`config.mk`:
```
export PLATFORM = sky130hd
export DESIGN_NAME = pwg_guard
export DESIGN_NICKNAME = d
export VERILOG_FILES = /design/src/verilog/pwg_guard.v /design/src/verilog/pwg_idle_timer.v
export VERILOG_INCLUDE_DIRS = /design/src /design/src/verilog
export SDC_FILE = /design/constraint.sdc
export NUM_CORES = 1
export LEC_CHECK = 0
export ABC_CLOCK_PERIOD_IN_PS = 3440
export BUFFER_PORTS_ARGS = -buffer_cell sky130_fd_sc_hd__buf_2
export CORE_UTILIZATION = 58
export DETAILED_ROUTE_END_ITERATION = 10
export PLACE_DENSITY = 0.9
export SLEW_MARGIN = 20
export SYNTH_ARGS = -nofsm -noshare
export SYNTH_HDL_FRONTEND = slang
export SYNTH_SLANG_ARGS = --single-unit
```
`constraint.sdc`:
```
create_clock -name clk -period 3.44 [get_ports clk]
set_input_delay 0.172 -clock clk [delete_from_list [all_inputs] [get_ports clk]]
set_output_delay 0.172 -clock clk [all_outputs]
set_load 0.005 [all_outputs]
```
`src/verilog/pwg_map.vh`:
```
// Purpose: constants of the parameter write access guard
// Assumes: included by the guard, its monitor and the bench
// Notes: definitions only, no logic
`ifndef PWG_MAP_VH
`define PWG_MAP_VH

// ----------------------------------------------------------
// Parameter indices of the guard registers
// ----------------------------------------------------------
`define PWG_OFS_PRIMARY 16'h203d
`define PWG_OFS_MASTER 16'h203e
`define PWG_OFS_LOGIN 16'h203f
`define PWG_OFS_STATUS 16'h2040

// ----------------------------------------------------------
// Reset values and read-back values
// ----------------------------------------------------------
`define PWG_RST_CODE 16'h0000
`define PWG_RD_SET 16'hffff
`define PWG_RD_CLEAR 16'h0000
`define PWG_CODE_MIN 16'h0001
`define PWG_CODE_MAX 16'h270f

// ----------------------------------------------------------
// Protection status values
// ----------------------------------------------------------
`define PWG_ST_FULL 16'h0000
`define PWG_ST_NONE 16'h0001
`define PWG_ST_FAV 16'h0002

// ----------------------------------------------------------
// Requester sources and log-in levels
// ----------------------------------------------------------
`define PWG_SRC_NET 2'h0
`define PWG_SRC_TOOL 2'h1
`define PWG_SRC_KEYPAD 2'h2
`define PWG_LVL_NONE 2'h0
`define PWG_LVL_FAV 2'h1
`define PWG_LVL_FULL 2'h2

// ----------------------------------------------------------
// Timing and limits
// ----------------------------------------------------------
`define PWG_FAIL_LIMIT 4'ha
`define PWG_IDLE_TIME_MIN 10
`define PWG_CLK_HZ 40000000

`endif

```
`src/verilog/pwg_guard.v`:
```
// Purpose: write access guard for the parameter store
// Assumes: requests arrive one per cycle from logic on clk
// Notes: answers every request one cycle later with a grant bit
//
// Behaviour
// - Network reads are always granted; network writes are too, except to status and with bad codes or log-ins.
// - Local reads of any parameter are always granted.
// - With both codes zero, status is 0 and local writes are free.
// - Primary code only gives favourites and status 2 until logged in.
// - Master code only blocks writes, status 1, until logged in.
// - Both codes block by default, primary gives favourites, master all.
// - Equal primary and master codes give full access after log-in.
// - Code writes of 1..9999 set, 0 deletes, and read back -1 or 0.
// - Local code changes are taken only while no protection is active.
// - Tool code changes act at once, keypad ones on group exit.
// - Log-in writes of 1..9999 try to unlock, 0 logs out.
// - The log-in register reads -1 while logged in, else 0.
// - Ten wrong log-ins lock log-in until the power is cycled.
// - Ten minutes after log-in or the last granted local write the guard logs out.
// - Mains power-up re-arms protection and drops any log-in.
// - A reset to delivery state clears both codes.
`default_nettype none
`include "pwg_map.vh"

module pwg_guard #(
  parameter [39:0] IDLE_CYCLES =
    40'd60 * `PWG_IDLE_TIME_MIN * `PWG_CLK_HZ
) (
  input wire clk,
  input wire rst,
  input wire req_valid,
  input wire req_write,
  input wire [1:0] req_src,
  input wire [15:0] req_addr,
  input wire [15:0] req_wdata,
  input wire req_fav,
  input wire keypad_group_exit,
  input wire mains_on,
  input wire factory_reset,
  output reg rsp_valid,
  output reg rsp_grant,
  output reg [15:0] rsp_rdata,
  output reg [15:0] prot_status,
  output reg login_locked
);

  // ----------------------------------------------------------
  // Helper functions
  // ----------------------------------------------------------
  // True for a value that sets a code or attempts a log-in
  function in_range;
    input [15:0] v;
    begin
      in_range = (v >= `PWG_CODE_MIN) && (v <= `PWG_CODE_MAX);
    end
  endfunction

  // Status shown for given codes and log-in level
  // Codes alone decide when nobody is logged in. A favourites log-in
  // must never show 2 once the master code is gone, for example after
  // a delivery reset, or local writes would stay restricted.
  function [15:0] status_of;
    input [15:0] pri;
    input [15:0] mas;
    input [1:0] lvl;
    begin
      if (lvl == `PWG_LVL_FULL) begin
        status_of = `PWG_ST_FULL;
      end else if (mas == `PWG_RST_CODE) begin
        // Without a master code a primary log-in already opens all
        if (pri == `PWG_RST_CODE || lvl == `PWG_LVL_FAV) begin
          status_of = `PWG_ST_FULL;
        end else begin
          status_of = `PWG_ST_FAV;
        end
      end else if (lvl == `PWG_LVL_FAV) begin
        // Master set: primary log-in reaches favourites only
        status_of = `PWG_ST_FAV;
      end else begin
        status_of = `PWG_ST_NONE;
      end
    end
  endfunction

  // ----------------------------------------------------------
  // State
  // ----------------------------------------------------------
  reg [15:0] primary_code;
  reg [15:0] master_code;
  reg [15:0] pend_primary;
  reg [15:0] pend_master;
  reg pend_primary_valid;
  reg pend_master_valid;
  reg [1:0] level;
  reg [3:0] fail_count;

  reg [15:0] next_primary;
  reg [15:0] next_master;
  reg [15:0] next_pend_primary;
  reg [15:0] next_pend_master;
  reg next_pend_primary_valid;
  reg next_pend_master_valid;
  reg [1:0] next_level;
  reg [3:0] next_fail_count;
  reg next_grant;
  reg [15:0] next_rdata;
  reg timer_reload;
  reg timer_stop;

  wire idle_expire;
  wire [15:0] cur_status;
  wire is_local;
  wire hit_primary;
  wire hit_master;
  wire hit_login;
  wire hit_status;
  wire locked_now;

  // ----------------------------------------------------------
  // Decode of the incoming request
  // ----------------------------------------------------------
  assign cur_status = status_of(primary_code, master_code, level);
  assign is_local = (req_src != `PWG_SRC_NET);
  assign hit_primary = (req_addr == `PWG_OFS_PRIMARY);
  assign hit_master = (req_addr == `PWG_OFS_MASTER);
  assign hit_login = (req_addr == `PWG_OFS_LOGIN);
  assign hit_status = (req_addr == `PWG_OFS_STATUS);
  assign locked_now = (fail_count >= `PWG_FAIL_LIMIT);

  // ----------------------------------------------------------
  // Read data of the guard registers
  // ----------------------------------------------------------
  // code register reads show only whether a code is set, never the code
  always @* begin
    next_rdata = `PWG_RD_CLEAR;
    if (hit_primary && primary_code != `PWG_RST_CODE) begin
      next_rdata = `PWG_RD_SET;
    end else if (hit_master && master_code != `PWG_RST_CODE) begin
      next_rdata = `PWG_RD_SET;
    end else if (hit_login && level != `PWG_LVL_NONE) begin
      next_rdata = `PWG_RD_SET;
    end else if (hit_status) begin
      next_rdata = cur_status;
    end
  end

  // ----------------------------------------------------------
  // Request handling and next state
  // ----------------------------------------------------------
  always @* begin
    next_primary = primary_code;
    next_master = master_code;
    next_pend_primary = pend_primary;
    next_pend_master = pend_master;
    next_pend_primary_valid = pend_primary_valid;
    next_pend_master_valid = pend_master_valid;
    next_level = level;
    next_fail_count = fail_count;
    next_grant = 1'b0;
    timer_reload = 1'b0;
    timer_stop = 1'b0;

    // keypad codes apply on group exit
    if (keypad_group_exit) begin
      if (pend_primary_valid) begin
        next_primary = pend_primary;
      end
      if (pend_master_valid) begin
        next_master = pend_master;
      end
      next_pend_primary_valid = 1'b0;
      next_pend_master_valid = 1'b0;
    end

    if (req_valid && !req_write) begin
      next_grant = 1'b1;
    end else if (req_valid && (hit_primary || hit_master)) begin
      // local code change needs no active protection
      if (!is_local || cur_status == `PWG_ST_FULL) begin
        // only 0 or 1..9999 are taken
        if (in_range(req_wdata) || req_wdata == `PWG_RST_CODE) begin
          next_grant = 1'b1;
          if (req_src == `PWG_SRC_KEYPAD) begin
            if (hit_primary) begin
              next_pend_primary = req_wdata;
              next_pend_primary_valid = 1'b1;
            end else begin
              next_pend_master = req_wdata;
              next_pend_master_valid = 1'b1;
            end
          end else if (hit_primary) begin
            // tool and network act at once
            next_primary = req_wdata;
          end else begin
            next_master = req_wdata;
          end
          if (is_local) begin
            timer_reload = level != `PWG_LVL_NONE;
          end
        end
      end
    end else if (req_valid && hit_login) begin
      next_grant = 1'b1;
      if (req_wdata == `PWG_RST_CODE) begin
        next_level = `PWG_LVL_NONE;
        timer_stop = 1'b1;
      end else if (!in_range(req_wdata) || locked_now) begin
        // locked or out of range: refused
        next_grant = 1'b0;
      end else if (master_code != `PWG_RST_CODE &&
                   req_wdata == master_code) begin
        next_level = `PWG_LVL_FULL;
        timer_reload = 1'b1;
      end else if (primary_code != `PWG_RST_CODE &&
                   req_wdata == primary_code) begin
        if (master_code == `PWG_RST_CODE) begin
          next_level = `PWG_LVL_FULL;
        end else begin
          next_level = `PWG_LVL_FAV;
        end
        timer_reload = 1'b1;
      end else begin
        next_fail_count = fail_count + 4'h1;
        next_grant = 1'b0;
      end
    end else if (req_valid && hit_status) begin
      // Status is read only
      next_grant = 1'b0;
    end else if (req_valid) begin
      if (!is_local) begin
        next_grant = 1'b1;
      end else if (cur_status == `PWG_ST_FULL) begin
        next_grant = 1'b1;
      end else if (cur_status == `PWG_ST_FAV) begin
        next_grant = req_fav;
      end else begin
        next_grant = 1'b0;
      end
      if (is_local && next_grant && level != `PWG_LVL_NONE) begin
        timer_reload = 1'b1;
      end
    end

    if (idle_expire && !timer_reload) begin
      next_level = `PWG_LVL_NONE;
    end

    if (factory_reset) begin
      next_primary = `PWG_RST_CODE;
      next_master = `PWG_RST_CODE;
      next_pend_primary_valid = 1'b0;
      next_pend_master_valid = 1'b0;
    end

    // mains power-up re-arms and drops lock-out
    if (mains_on) begin
      next_level = `PWG_LVL_NONE;
      next_fail_count = 4'h0;
      timer_stop = 1'b1;
      timer_reload = 1'b0;
    end
  end

  // ----------------------------------------------------------
  // Registers
  // ----------------------------------------------------------
  // Codes survive mains_on; only rst, delivery reset or a code write of 0 clears them
  always @(posedge clk) begin
    if (rst) begin
      primary_code <= `PWG_RST_CODE;
      master_code <= `PWG_RST_CODE;
      pend_primary <= `PWG_RST_CODE;
      pend_master <= `PWG_RST_CODE;
      pend_primary_valid <= 1'b0;
      pend_master_valid <= 1'b0;
      level <= `PWG_LVL_NONE;
      fail_count <= 4'h0;
    end else begin
      primary_code <= next_primary;
      master_code <= next_master;
      pend_primary <= next_pend_primary;
      pend_master <= next_pend_master;
      pend_primary_valid <= next_pend_primary_valid;
      pend_master_valid <= next_pend_master_valid;
      level <= next_level;
      fail_count <= next_fail_count;
    end
  end

  // ----------------------------------------------------------
  // Outputs, all registered
  // ----------------------------------------------------------
  // Status tracks the state of the next cycle so it matches reads
  always @(posedge clk) begin
    if (rst) begin
      rsp_valid <= 1'b0;
      rsp_grant <= 1'b0;
      rsp_rdata <= 16'h0000;
      prot_status <= `PWG_ST_FULL;
      login_locked <= 1'b0;
    end else begin
      rsp_valid <= req_valid;
      rsp_grant <= req_valid & next_grant;
      rsp_rdata <= (req_valid && !req_write) ? next_rdata : 16'h0000;
      prot_status <= status_of(next_primary, next_master, next_level);
      login_locked <= (next_fail_count >= `PWG_FAIL_LIMIT);
    end
  end

  // ----------------------------------------------------------
  // Idle interval
  // ----------------------------------------------------------
  // cycle counter for the idle time
  pwg_idle_timer #(
    .CYCLES(IDLE_CYCLES)
  ) u_idle (
    .clk(clk),
    .rst(rst),
    .reload(timer_reload),
    .stop(timer_stop),
    .expire(idle_expire)
  );

endmodule // pwg_guard
`default_nettype wire

```
`src/verilog/pwg_idle_timer.v`:
```
// Purpose: idle interval counter of the write access guard
// Assumes: single clock, synchronous active high reset
// Notes: counts down from CYCLES while armed, pulses once at end
`default_nettype none

module pwg_idle_timer #(
  parameter [39:0] CYCLES = 40'd24000000000
) (
  input wire clk,
  input wire rst,
  input wire reload,
  input wire stop,
  output reg expire
);

  reg [39:0] count;
  reg armed;

  // ----------------------------------------------------------
  // Countdown
  // ----------------------------------------------------------
  // Reload wins over stop so a write in the same cycle keeps access
  always @(posedge clk) begin
    if (rst) begin
      count <= 40'h0;
      armed <= 1'b0;
      expire <= 1'b0;
    end else if (reload) begin
      count <= CYCLES;
      armed <= 1'b1;
      expire <= 1'b0;
    end else if (stop) begin
      armed <= 1'b0;
      expire <= 1'b0;
    end else if (armed && count <= 40'h1) begin
      armed <= 1'b0;
      expire <= 1'b1;
    end else begin
      if (armed) begin
        count <= count - 40'h1;
      end
      expire <= 1'b0;
    end
  end

endmodule // pwg_idle_timer
`default_nettype wire

```
### Word level (Yosys, flattened, before mapping)

Index checks and enable logic that the tools add are counted.

| word-level totals | value |
|---|---|
| bits in registers | 149 |
| input bits | 42 |
| output and inout port bits | 35 |
| word-level logic and storage cells | 192 |

| cells by class | value |
|---|---|
| add/sub/neg operators | 2 |
| $lt $le $gt $ge | 5 |
| eq/ne operators | 14 |
| multiplexer cells | 104 |
| bitwise logic cells | 5 |
| reduce and logical (&&, ||, !) cells | 45 |

Operators with widths:

| cell | count |
|---|---|
| $mux 16 | 25 |
| $mux 35 | 4 |
| $logic_not 16->1 | 6 |
| $eq 16x14->1 const B | 4 |
| $mux 1 | 53 |
| $le 40x1->1 const B | 1 |
| $sub 40x1->40 const B | 1 |
| $eq 16x16->1 | 2 |
| $mux 4 | 8 |
| $reduce_bool 16->1 | 2 |
| $mux 2 | 14 |
| $eq 16x2->1 const B | 1 |
| $ge 16x1->1 const B | 1 |
| $le 16x14->1 const B | 1 |
| $logic_and 1x1->1 | 14 |
| $reduce_and 6->1 | 2 |
| $ge 4x4->1 const B | 2 |
| $reduce_or 2->1 | 4 |
| $eq 2x2->1 const B | 3 |
| $logic_or 1x1->1 | 6 |
| $reduce_and 3->1 | 2 |
| $reduce_bool 2->1 | 3 |
| $add 4x1->4 const B | 1 |
| $eq 2x1->1 const B | 2 |
| other kinds (6) | 13 |

### Longest topological paths before layout

| logic depth | value |
|---|---|
| depth after elaboration | 30 |
| depth in mapped cells | 11 |
| depth with buffers taken out | 10 |

### Hierarchy

Synthesis repeated with hierarchy kept, for this count alone.

| second synthesis, totals | value |
|---|---|
| cells, all modules | 783 |
| area, all modules | 6625.1 sq um |

Modules (own cells, without submodules):

| module | times used | cells each | area an instance (sq um) | sequential area each (sq um) |
|---|---|---|---|---|
| pwg_guard | 1 | 548 | 4570.6 | 1601.5 |
| pwg_idle_timer | 1 | 235 | 2054.5 | 840.8 |

### Least setup slack after synthesis

No wires, ideal clock.

| timing | value |
|---|---|
| kind | register -> register |
| from | reg u_idle.count[17] |
| to | reg u_idle.count[23] |
| library setup time | 132 ps |
| arrival time | 2374 ps |
| required time | 3308 ps |
| setup slack | 934 ps |
| cell stages (with the launch flop) | 9 |
| path buffers | 0 |
| period minus slack after synthesis | 2506 ps |
| cell sequence | dfxtp_1 or4_4 or4_4 nand4b_4 o2111a_1 nand3_1 nor4_1 xnor2_1 a21oi_1 |

| between the ends | value |
|---|---|
| word-level cells in the longest chain between the ends | 5 |
| elaborated cells between the ends (all ways) | 9 |
| those cells by class | 1 x add/sub; 1 x order compare; 1 x eq/ne; 4 x mux; 2 x reduce/logical |

RTL lines:

| what | RTL line | text |
|---|---|---|
| from (decl) | pwg_idle_timer.v:16 | `reg [39:0] count;` |
| from (signal assigned) | pwg_idle_timer.v:40 | `count <= count - 40'h1;` |
| $sub 40x1->40 | pwg_idle_timer.v:40 |  |
| $mux 35 | pwg_idle_timer.v:39 | `if (armed) begin` |
| $mux 35 | pwg_idle_timer.v:35 | `end else if (armed && count <= 40'h1) begin` |
| $mux 35 | pwg_idle_timer.v:32 | `end else if (stop) begin` |
| $mux 35 | pwg_idle_timer.v:28 | `end else if (reload) begin` |

Several ways; a longest one is shown, not always the timed one. The select of a mux whose other input is x is not followed.
A chain may end at the register's enable or synchronous reset.

### Final worst setup path

| timing | value |
|---|---|
| from | reg u_idle.count[27] |
| to | reg u_idle.count[28] |

Same word-level chain as after synthesis.

==> impl_results.md <==
* TritonCTS Buffers at 17
* Worst-path cell chain: nor4_1 -> nor4bb_1 -> nand3_1 -> o211ai_1 -> or2_1 -> nor2_1 -> xnor2_1 -> a21oi_1
* Clock sink count at 122
* Average vias per placed instance at 6.05
* DR iter-0 viols at 581
* Period minus WS final at 3040 ps
* Slew Limit Fails at 0
* Fin. Hold Viols at 0
* Final Cycle Share at 88.4%
* Initial antenna violation count at 0
* Seq cells post-synth at 122
* Mapped Cells at 756
* Drt pass-1 iters at 5
* CP arrival at 3410 ps
* Clock network fraction of total power at 54.9%
* Total net switching power at 0.738 mW
* I/O pins at 77
* Yosys Warn Count at 0
* Final #Nets at 849
* Ant. Diodes at 0
* Slowest-stage cell, CP: nor4bb_1
* Initial Utilization at 60.5%
* Met3 Track Usage GR at 8.09%
* Pin count of the biggest net entering global routing at 51
* Grt met1 use at 36.9%
* Via count at 5745
* CP Buf/Inv Count at 0
* Clock Latency Late Sink at 530 ps
* Logic pwr share at 4.3%
* Root Driver: clkbuf_8
* Core Area at 10400 sq um
* Top FF cell, synth: dfxtp_1
* Count leader, synth: dfxtp_1
* CTS tree: done
* Post-Syn Area at 6300 sq um
* Final setup viols at 0
* Worst path required time at 3810 ps
* Die Y at 106 um
* Post-CTS Setup Inserts at 0
* Post-synth EDFFs at 0
* Setup CP Type: reg2reg
* PwrDens at 475 nW/um^2
* Total congestion overflow at 0
* Distinct cells, synth at 59
* Die footprint at 11300 sq um
* Final Wtd Congestion at 0.940
* Largest area contributor in the netlist: dfxtp_1
* Setup Total Neg Slack at 0 ps
* Critical Path Start Type: flop
* Post-detail-place hpwl at 10500 um
* Total of max-cap violations at 0
* Synth top area cells: dfxtp_1, nor2_1, xnor2_1
* Vias in the first global route at 5594
* # DRC at 0
* Relative slew slack at 32.3%
* Post-Syn Area per Cell at 8.34 sq um
* Multi-input logic area at 3500 sq um
* Non-filler instance count after layout at 950
* Fillers at 718
* Critical Path Sink Type: flop
* Die W at 106 um
* Storage cell area at 2440 sq um
* Unrepaired setup endpoints after global routing: no
* Gr busiest metal: met2
* WL final at 16700 um
* Worst-path clk slew at 60 ps
* Hold Crit Class: in2reg
* IO buf count at 62
* Max Freq at 0.329 GHz
* First-pass GRT wire length at 27200 um
* Clk buf depth at 2
* Dpl cells at 904
* Max FO, Critical Path at 6
* LEAKAGE at 3.02 nW
* Routed len/inst at 17.5 um
* Met2 Use GR at 50.5%
* Sw frac at 21.3%
* Antenna viol nets, final at 0
* Post-synthesis sequential area ratio at 38.7%
* Top cell type's share of synthesized area at 38.7%
* Total power draw at 3.47 mW
* Global Route Usage Sum at 30.7%
* Status: finished, final reports clean
* Ys async rst share at 0%
* Cell row count at 37
* Layout cell share with drive strength beyond 1 at 13.9%
* Tightest Pin Transition at 1010 ps
* P&R area growth vs syn at 15.8%
* Reg power frac at 40.8%
* Clock skew at 12.4 ps
* # H-tree levels at 4
* CP max stage delay at 620 ps
* Cell Int Power at 2.73 mW
* Synth top cells by count: dfxtp_1, nor2_1, nand2_1
* Top Family by Delay on Critical Path: simple AND/OR/NAND/NOR gates
* Worst vdd ir at 0.461 mV
final timing paths:
path | endpoint | depth (start not counted) | from | slack, ps
worst max-delay path | u_idle.count[28] | 8 | u_idle.count[27] | 400
worst min-delay path | pend_master[13] | 3 | req_wdata[13] | 5
worst max register to register | u_idle.count[28] | 8 | u_idle.count[27] | 400
worst min register to register | pend_primary[6] | 2 | pend_primary[6] | 470
per-layer routing:
layer | part of all wire (%) | wire length, um
met2 | 48 | 7930
met1 | 41 | 6810
met5 | 0 | 0
met4 | 3.4 | 567
met3 | 8.2 | 1360
metrics by stage:
step | hold slack (ps) | area (sq um) | util, % | setup slack (ps)
global placement | 444 | 6510 | 62.5 | 735
CTS | 0.292 | 7290 | 70.0 | 471
global route | 11.6 | 7300 | 70.1 | 134
detailed placement | 431 | 6510 | 62.5 | 659
finish | 5.44 | 7300 | 70.1 | 399
floorplan | 256 | 6350 | - | 934
timing repair:
item | 4_1_cts | 5_1_grt
hold endpoints to repair | 27 | 1
hold buffers | 15 | 1
gates resized for setup | 0 | 0
tightest hold or removal path, cell delays in order:
cell and delay (ps):
buf_2 170, nand2_1 80, a21oi_1 60
state kept, by name, indices dropped and copies added, names as in the netlist, 2 cells and up:
| name | cells |
|---|---|
| u_idle.count | 40 |
| master_code | 16 |
| pend_master | 16 |
| pend_primary | 16 |
| primary_code | 16 |
| fail_count | 4 |
| rsp_rdata | 3 |
| level | 2 |
| prot_status | 2 |
logic make-up after synthesis:
group	Yosys count	share of synthesized area (%)
AO/OA/AOI/OAI	117	12.1
XOR/XNOR	72	10.0
adder cells (fa/ha/maj)	4	0.794
buffers and inverters	79	6.53
flip-flops	122	38.7
multiplexers	33	5.26
other	1	0.0595
AND/OR/NAND/NOR	328	26.6
layout make-up:
cell class,instances,area share [%]
clock buffers,19,5.91
clock inverters,11,2.69
inverters,8,0.411
multi-input cells,568,47.9
flip-flops and latches,122,33.5
well taps,136,2.33
repair buffers,86,7.27
power groups by stage:
stage / Sequential (mW) / Combinational, mW / Clock [mW]
2_1_floorplan: 1.45 / 0.0882 / 0
3_3_place_gp: 1.45 / 0.126 / 0
3_5_place_dp: 1.45 / 0.127 / 0
4_1_cts: 1.41 / 0.143 / 1.91
5_1_grt: 1.41 / 0.158 / 1.99
6_report: 1.41 / 0.148 / 1.90
cell usage in the layout, fill, tap and decap left out, types with 4 or more instances in the layout:
cell and instances:
a211oi_1 31, nand4_1 12, and3_1 8, nor3b_1 5, xor2_1 31, nor4_1 41
or3_1 4, buf_4 8, nor2_1 99, nand3_1 15, mux2i_1 32, ha_1 4
nand2b_1 10, bufinv_16 5, inv_1 8, conb_1 14, xnor2_1 41, nor3_1 14
dfxtp_1 122, o21ai_0 7, or4_1 4, clkbuf_16 16, a21oi_1 51, nand2_1 85
buf_2 62, nor2b_1 8, dlygate4sd3_1 16
Note: power is estimated with default switching activity, not from simulation.
